$ cat src/clkctl_pkg.sv
// package for the receiver clocking and control block: constants and state types
// assumes a single 50 MHz mclk domain; no bus, all controls are ports
`default_nettype none
package clkctl_pkg;
	localparam int unsigned MCLK_HZ = 50000000;
	localparam int unsigned DIV_W = 3;
	localparam logic [2:0] DIV_RESET = 3'h0;
	localparam int unsigned SAMPLE_W = 11;
	localparam int unsigned CHANNELS = 4;
	localparam int unsigned LATENCY = 9;
	localparam int unsigned RESYNC_EVERY_BIT = 1;
	localparam logic [7:0] SYNC_CTRL_ADDR = 8'h3A;
	localparam int unsigned RELOCK_MIN_NS = 1500;
	localparam int unsigned RELOCK_MAX_NS = 5000;
	localparam int unsigned RELOCK_CYC = (RELOCK_MAX_NS * (MCLK_HZ / 1000000) + 999) / 1000;
	localparam int unsigned STAB_MIN_HZ = 40000000;
	localparam int unsigned WAKE_MAX = 1023;
	localparam int unsigned WAKE_SHIFT = 2;
	localparam int unsigned STANDBY_WAKE_CYC = 4;
	localparam logic [10:0] MID_CODE = 11'h400;
	typedef enum logic [1:0] {
		pwr_run_type_run = 2'b00,
		pwr_run_type_down = 2'b01,
		pwr_run_type_standby = 2'b10,
		pwr_run_type_wake = 2'b11
	} pwr_state_type;
endpackage : clkctl_pkg
`default_nettype wire

$ cat src/clkctl.sv
// clocking, sync, power and output timing of a quad pipelined receiver
// assumes sample clock equals mclk; inputs synchronous to mclk; pads resolve enables
// Summary of operation
// divide sample clock by 1 to 8
// control bit 1 resyncs on every pulse
// honoured pulse returns divider to initial state
// alignment pulse passes internal synchronizer first
// driver makes pulse synchronous to clock
// stabilizer regenerates falling edge, 50% high; code holds odd ratios 3, 5, 7 high half a cycle short of 50%
// stabilizer need not work below 40 MHz
// relock takes 1.5 to 5 us
// unlocked stabilizer is bypassed, raw duty used
// power-down from pin or serial control
// power-down floats all output drivers
// pin low returns to normal operation
// power-down stops clock; wake grows with time
// standby keeps reference up, faster wake
// outputs are double data rate
// setting selects offset binary or twos complement
// output exactly nine cycles after sampling
// output updates after rising edge
// input sampled on rising internal clock edge
// strobe high carries A/C, low carries B/D
// zero input: 100.. offset, 000.. twos
// ratio defaults to one, loads at initial state
`default_nettype none
module clkctl #(
	parameter int unsigned RELOCK_CYCLES = clkctl_pkg::RELOCK_CYC,
	parameter int unsigned LAT = clkctl_pkg::LATENCY
) (
	// clock and reset
	input wire logic mclk,
	input wire logic resetn,
	// sync and clock setup
	input wire logic sync_in,
	input wire logic resync_every,
	input wire logic [2:0] div_ratio_m1,
	input wire logic freq_change,
	input wire logic stabilizer_en,
	input wire logic raw_clk_level,
	// power control
	input wire logic power_down_pin,
	input wire logic power_down_ctrl,
	input wire logic standby_ctrl,
	// data path
	input wire logic [10:0] sample_a,
	input wire logic [10:0] sample_b,
	input wire logic [10:0] sample_c,
	input wire logic [10:0] sample_d,
	input wire logic twos_comp,
	// status and outputs
	output logic internal_clk,
	output logic divider_tick,
	output logic stabilizer_locked,
	output logic powered_down,
	output logic reference_on,
	output logic [10:0] ddr_data,
	output logic [10:0] ddr_data_oe,
	output logic capture_strobe_out,
	output logic capture_strobe_oe
);
	localparam int unsigned CW = 16;
	// offset binary in; twos complement flips the top bit only
	function automatic logic [10:0] fmt(input logic [10:0] s, input logic tc);
		fmt = tc ? (s ^ clkctl_pkg::MID_CODE) : s;
	endfunction : fmt
	// synchronizer: two flops, then an edge detector on the clean copy
	logic sync_m_q;
	logic sync_s_q;
	logic sync_p_q;
	logic sync_seen_q;
	wire sync_rise;
	wire sync_first;
	wire sync_honour;
	assign sync_rise = sync_s_q & ~sync_p_q;
	assign sync_first = ~sync_seen_q;
	assign sync_honour = sync_rise & (resync_every | sync_first);
	always_ff @(posedge mclk or negedge resetn) begin
		if (!resetn) begin
			sync_m_q <= 1'b0;
		end else begin
			sync_m_q <= sync_in;
		end
	end
	always_ff @(posedge mclk or negedge resetn) begin
		if (!resetn) begin
			sync_s_q <= 1'b0;
			sync_p_q <= 1'b0;
		end else begin
			sync_s_q <= sync_m_q;
			sync_p_q <= sync_s_q;
		end
	end
	// first-pulse memory; only reset clears it
	always_ff @(posedge mclk or negedge resetn) begin
		if (!resetn) begin
			sync_seen_q <= 1'b0;
		end else if (sync_rise) begin
			sync_seen_q <= 1'b1;
		end
	end
	// divider; ratio loads only at the initial state so no period is cut short
	logic [2:0] div_cnt_q;
	logic [2:0] div_lim_q;
	wire clk_run;
	wire div_wrap;
	wire tick;
	wire [2:0] div_next;
	assign div_wrap = div_cnt_q == div_lim_q;
	assign div_next = div_wrap ? clkctl_pkg::DIV_RESET : div_cnt_q + 3'h1;
	assign tick = clk_run & div_wrap;
	always_ff @(posedge mclk or negedge resetn) begin
		if (!resetn) begin
			div_cnt_q <= clkctl_pkg::DIV_RESET;
		end else if (sync_honour) begin
			div_cnt_q <= clkctl_pkg::DIV_RESET;
		end else if (clk_run) begin
			div_cnt_q <= div_next;
		end
	end
	always_ff @(posedge mclk or negedge resetn) begin
		if (!resetn) begin
			div_lim_q <= clkctl_pkg::DIV_RESET;
		end else if (sync_honour || (clk_run && div_wrap)) begin
			div_lim_q <= div_ratio_m1;
		end
	end
	// stabilizer lock; any frequency change or stop restarts the count
	// no rate detector: below about 40 MHz the stabilizer is simply left off
	logic [CW-1:0] lock_cnt_q;
	logic locked_q;
	wire lock_clear;
	wire lock_done;
	assign lock_clear = freq_change | ~stabilizer_en | ~clk_run;
	assign lock_done = lock_cnt_q >= CW'(RELOCK_CYCLES - 1);
	always_ff @(posedge mclk or negedge resetn) begin
		if (!resetn) begin
			lock_cnt_q <= '0;
		end else if (lock_clear) begin
			lock_cnt_q <= '0;
		end else if (!locked_q) begin
			lock_cnt_q <= lock_cnt_q + 1'b1;
		end
	end
	always_ff @(posedge mclk or negedge resetn) begin
		if (!resetn) begin
			locked_q <= 1'b0;
		end else if (lock_clear) begin
			locked_q <= 1'b0;
		end else if (!locked_q) begin
			locked_q <= lock_done;
		end
	end
	// 50% phase when locked, high half a cycle short of it at odd ratios 3, 5, 7; four bits so divide-by-8 does not wrap to zero
	logic half_q;
	wire [3:0] half_len;
	wire half_pt;
	wire even_one;
	wire half_next;
	assign half_len = ({1'b0, div_lim_q} + 4'h1) >> 1;
	assign half_pt = {1'b0, div_cnt_q} < half_len;
	assign even_one = div_lim_q == 3'h0;
	assign half_next = even_one ? ~half_q : half_pt;
	always_ff @(posedge mclk or negedge resetn) begin
		if (!resetn) begin
			half_q <= 1'b0;
		end else if (locked_q) begin
			half_q <= half_next;
		end else begin
			half_q <= raw_clk_level;
		end
	end
	// power state; wake time tracks time spent down
	clkctl_pkg::pwr_state_type pst_q;
	logic [9:0] down_cnt_q;
	logic [9:0] wake_cnt_q;
	wire pd_req;
	wire sb_req;
	wire [9:0] wake_load;
	assign pd_req = power_down_pin | power_down_ctrl;
	assign sb_req = standby_ctrl & ~pd_req;
	assign clk_run = pst_q == clkctl_pkg::pwr_run_type_run;
	// standby kept the reference up, so only a short fixed wake
	assign wake_load = (pst_q == clkctl_pkg::pwr_run_type_standby) ?
		10'(clkctl_pkg::STANDBY_WAKE_CYC) : (down_cnt_q >> clkctl_pkg::WAKE_SHIFT); // see
	always_ff @(posedge mclk or negedge resetn) begin
		if (!resetn) begin
			pst_q <= clkctl_pkg::pwr_run_type_run;
			down_cnt_q <= '0;
			wake_cnt_q <= '0;
		end else begin
			case (pst_q)
				clkctl_pkg::pwr_run_type_run: begin
					down_cnt_q <= '0;
					if (pd_req) begin
						pst_q <= clkctl_pkg::pwr_run_type_down;
					end else if (sb_req) begin
						pst_q <= clkctl_pkg::pwr_run_type_standby;
					end
				end
				clkctl_pkg::pwr_run_type_down, clkctl_pkg::pwr_run_type_standby: begin
					if (down_cnt_q != 10'h3FF) begin
						down_cnt_q <= down_cnt_q + 10'h1;
					end
					if (pd_req) begin
						pst_q <= clkctl_pkg::pwr_run_type_down;
					end else if (!sb_req) begin
						pst_q <= clkctl_pkg::pwr_run_type_wake;
						wake_cnt_q <= wake_load;
					end else begin
						pst_q <= clkctl_pkg::pwr_run_type_standby;
					end
				end
				clkctl_pkg::pwr_run_type_wake: begin
					if (pd_req) begin
						pst_q <= clkctl_pkg::pwr_run_type_down;
					end else if (wake_cnt_q == 10'h0) begin
						pst_q <= clkctl_pkg::pwr_run_type_run;
					end else begin
						wake_cnt_q <= wake_cnt_q - 10'h1;
					end
				end
				default: begin
					pst_q <= clkctl_pkg::pwr_run_type_run;
				end
			endcase
		end
	end
	// nine-deep pipeline of sample and valid; valid is dropped when stopped
	logic [4*11-1:0] pipe_q [LAT];
	logic [LAT-1:0] pv_q;
	wire [43:0] word_in;
	assign word_in = {fmt(sample_a, twos_comp), fmt(sample_b, twos_comp),
		fmt(sample_c, twos_comp), fmt(sample_d, twos_comp)}; // see
	always_ff @(posedge mclk or negedge resetn) begin
		if (!resetn) begin
			pv_q <= '0;
		end else if (!clk_run) begin
			pv_q <= '0;
		end else begin
			pv_q <= {pv_q[LAT-2:0], tick}; // see
		end
	end
	// data flops carry no reset: valid alone says what is meaningful
	always_ff @(posedge mclk) begin
		pipe_q[0] <= word_in;
		for (int i = 1; i < LAT; i++) begin
			pipe_q[i] <= pipe_q[i-1];
		end
	end
	// ddr: A with strobe high, then B, C, D on alternating strobe phases
	// a new word always restarts the strobe high, even after an odd gap
	logic [43:0] hold_q;
	wire [43:0] last;
	wire word_due;
	assign last = pipe_q[LAT-1];
	assign word_due = pv_q[LAT-1];
	always_ff @(posedge mclk or negedge resetn) begin
		if (!resetn) begin
			hold_q <= '0;
		end else if (word_due) begin
			hold_q <= {last[32:0], last[43:33]};
		end else begin
			hold_q <= {hold_q[32:0], hold_q[43:33]};
		end
	end
	always_ff @(posedge mclk or negedge resetn) begin
		if (!resetn) begin
			ddr_data <= '0;
		end else if (word_due) begin
			ddr_data <= last[43:33]; // see
		end else begin
			ddr_data <= hold_q[43:33];
		end
	end
	always_ff @(posedge mclk or negedge resetn) begin
		if (!resetn) begin
			capture_strobe_out <= 1'b0;
		end else if (word_due) begin
			capture_strobe_out <= 1'b1;
		end else begin
			capture_strobe_out <= ~capture_strobe_out;
		end
	end
	// pad enables and status, all straight from flops
	always_ff @(posedge mclk or negedge resetn) begin
		if (!resetn) begin
			ddr_data_oe <= '0;
			capture_strobe_oe <= 1'b0;
		end else begin
			ddr_data_oe <= {11{clk_run}};
			capture_strobe_oe <= clk_run;
		end
	end
	always_ff @(posedge mclk or negedge resetn) begin
		if (!resetn) begin
			internal_clk <= 1'b0;
			divider_tick <= 1'b0;
		end else begin
			internal_clk <= clk_run & half_q;
			divider_tick <= tick;
		end
	end
	always_ff @(posedge mclk or negedge resetn) begin
		if (!resetn) begin
			stabilizer_locked <= 1'b0;
		end else begin
			stabilizer_locked <= locked_q;
		end
	end
	always_ff @(posedge mclk or negedge resetn) begin
		if (!resetn) begin
			powered_down <= 1'b0;
			reference_on <= 1'b1;
		end else begin
			powered_down <= pst_q == clkctl_pkg::pwr_run_type_down;
			reference_on <= pst_q != clkctl_pkg::pwr_run_type_down;
		end
	end
endmodule : clkctl
`default_nettype wire

$ cat config.mk
export PLATFORM = sky130hd
export DESIGN_NAME = clkctl
export DESIGN_NICKNAME = d
export VERILOG_FILES = /design/src/clkctl_pkg.sv /design/src/clkctl.sv
export SDC_FILE = /design/constraint.sdc
export NUM_CORES = 1
export LEC_CHECK = 0
export BUFFER_PORTS_ARGS = -buffer_cell sky130_fd_sc_hd__buf_4
export CORE_AREA = 5 5 141 176
export DETAILED_ROUTE_END_ITERATION = 12
export DIE_AREA = 0 0 146 181
export PLACE_DENSITY = 0.77
export SYNTH_ARGS = -nofsm -noshare
export SYNTH_HDL_FRONTEND = slang
export SYNTH_SLANG_ARGS = --single-unit
$ cat constraint.sdc
create_clock -name mclk -period 2.7 [get_ports mclk]
set_input_delay 0 -clock mclk [delete_from_list [all_inputs] [get_ports mclk]]
set_output_delay 0 -clock mclk [all_outputs]
set_load 0.005 [all_outputs]
==> flow_summary.ini <==
[outcome]
status = finished clean

[placement]
globalplace.congestion = 0.870
placedInstanceArea_sq_mm = 0.0139
hpwl_um = 10300
io_buffers = 86

[cts]
cts_root_buf = clkbuf_16
path_clk_slew_ps = 70
cts_setup_buffers = 0
cts_tree = built
cts_buffer_depth = 3
clk_latency_ps = 540
cts.sinks = 505
htree_levels = 2
cts_made_buffers = 44

[grt]
antenna_found_initial = 0
grt_use_total_pct = 15.1
grt_first_pass_wirelength_um = 32800
grt_max_degree = 80
grt_pass1_vias = 6751
gr-total-overflow = 0

[worst_setup_path]
cpPeakStageDelay_ps = 600
required_ps = 3110
cp_slowest_cell = dlygate4sd3_1
start_kind = flop
worstPathArrival_ps = 2930
cp_max_fo = 8
end_kind = flop
critPathKind = reg -> reg
critical_path.cell_chain = inv_1 > ha_2 > a211o_1 > dlygate4sd3_1 > nor2_2 > and2_1 > mux2_4

[floorplanning]
core_sq_mm = 0.0229
die_area_sq_mm = 0.0264
io_pins = 87
die_w_um = 146
start_util_pct = 57.0
die_h_um = 181
rows = 62

[yosys]
synth_area_sq_mm = 0.0130
synth-edff-count = 0
synth_nets = 913
synth_common_cells = dfxtp_1 (396), dfrtp_1 (108), mux2_2 (47)
synth-warning-count = 0
synth_seq_cells = 505
syn_area_per_cell_sq_um = 15.5
synth_cells = 841
yosysSeqAreaShare_pct = 81.7
synthArstFlopShare_pct = 21.6
synth.top_cell.area_share_pct = 60.8
yosysTopAreaCell = dfxtp_1
ys_top_cells_by_area = dfxtp_1 (61%), dfrtp_1 (21%), mux2_2 (4.1%)
yosysUniqueCellTypes = 56
synth_flop_cell = dfxtp_1
synth_most_common_cell = dfxtp_1

[timing]
period_needed_ps = 2530
relSlewSlack_pct = 30.0
timing.final.crit_share_pct = 93.7
skew_ps = 22.2
tightest_slew_ps = 1050
slew_violations = 0
rsz0062_at_grt = false
fmax_mhz = 395
tns_ps = 0
hold_viol_final = 0
finalSetupViolCount = 0

[finish]
fin_area_sq_mm = 0.0160
antenna_cells = 0
drive_gt1_share_pct = 21.6
n_fill_cell = 1424
syn2layout_area_growth_pct = 22.5
finalCoreUtilization_pct = 69.8
multi_input_area_sq_mm = 0.00210
ff_latch_area_sq_mm = 0.0107
layout.nets = 1079

[routing]
vias = 6294
ant_nets = 0
totalWireLength_um = 19100
firstDrtPassIters = 4
via_per_inst = 4.73
routedWlPerCell_um = 14.4
drc = 0
drt_iter0_drc = 204

[worst_hold_path]
hold_class = in -> reg

[power]
vdd_drop_max_mv = 0.749
cellPowerDensity_mw_per_mm2 = 988
fin_total_pwr_w = 0.0158
power_leakage_nw = 7.08

[run]
drv_cap = 0
-- area by class of cell --
class                   instances  share of cell area, %
repair buffers                155                   8.27
clock buffers                  65                   8.09
multi-input cells             283                   13.2
well taps                     288                   2.26
flip-flops and latches        505                   66.7
inverters                      18                  0.423
clock inverters                17                   1.06
-- worst max-delay path, delay by kind of cell (launching register included) --
family                     cells  cell delay (ps)
muxes                          1              300
AOI/OAI and AO/OA              1              280
buffers and inverters          2              700
adders and majority gates      1              330
DFF                            1              410
and+or+nand+nor                2              370
-- cell usage in the layout, fill, tap and decap left out, types with 5 or more instances in the layout --
master	count
inv_1	16
nor2_1	27
mux2i_1	5
xnor2_1	10
nand2b_1	6
nand3_1	11
dlygate4sd3_1	63
and2_1	10
xor2_1	6
mux2_2	47
nand4_1	9
clkinv_2	9
o21ai_0	20
ha_1	12
a21oi_1	17
clkbuf_8	7
clkbuf_16	46
nor3_1	6
buf_4	92
nor4_1	5
dfrtp_1	107
clkbuf_1	12
nand2_1	19
dfxtp_1	396
a31oi_1	9
-- sequential cells by signal, summed over array words and instances (netlist names), 2 cells and up --
name        cells
wake_cnt_q     10
ddr_data       10
hold_q         34
lock_cnt_q     16
div_cnt_q       3
pv_q            9
pst_q           2
div_lim_q       3
down_cnt_q     10
pipe_q        396
-- report_power, final --
group | internal (W) | switching, W
registers | 0.00799 | 0.000299
clock network | 0.00348 | 0.00264
logic | 0.000706 | 0.000664
total | 0.0122 | 0.00360
-- final timing paths --
path	startpoint	end	slack, ps	cells after the start
max in group asynchronous	resetn	hold_q[30]	1700	3
max	pst_q[0]	wake_cnt_q[1]	170	7
min reg2reg	pipe_q[0][135]	pipe_q[0][179]	320	0
min	sample_c[5]	pipe_q[0][16]	90	2
max reg2reg	pst_q[0]	wake_cnt_q[1]	170	7
min in group asynchronous	resetn	ddr_data[7]	140	2
-- stage by stage --
step / setup WS, ps / hold WS [ps] / cells
2_1_floorplan: 784 / -296 / 841
3_5_place_dp: 635 / 106 / 1186
3_3_place_gp: 728 / 104 / 1186
4_1_cts: 90.9 / 67.0 / 1331
5_1_grt: 46.4 / 63.7 / 1331
6_report: 171 / 87.7 / 1331
-- layer usage --
layer | share of wire, % | vias up | global-route usage (%)
met4 | 2.5 | 0 | 5.38
met5 | 0 | - | 0
met2 | 54 | 126 | 27.5
met3 | 5.0 | 39 | 3.98
met1 | 39 | 3018 | 17.2
li1 | - | 3111 | -
-- what timing repair did --
item / 4_1_cts / 5_1_grt
endpoints found under the hold margin: 141 / 0
endpoints found under the setup margin: 0 / 3
hold buffers: 63 / 0
resized for setup: 0 / 3
-- logic make-up after synthesis --
kind of cell,after synthesis,synth area share [%]
xor gates and xnor gates,16,1.07
adders and majority gates,14,1.34
DFF,505,81.7
AOI/OAI and AO/OA,78,3.88
and+or+nand+nor,122,5.23
buffers and inverters,53,2.21
muxes,53,4.56
No activity file was read; power rests on OpenSTA's default activity.
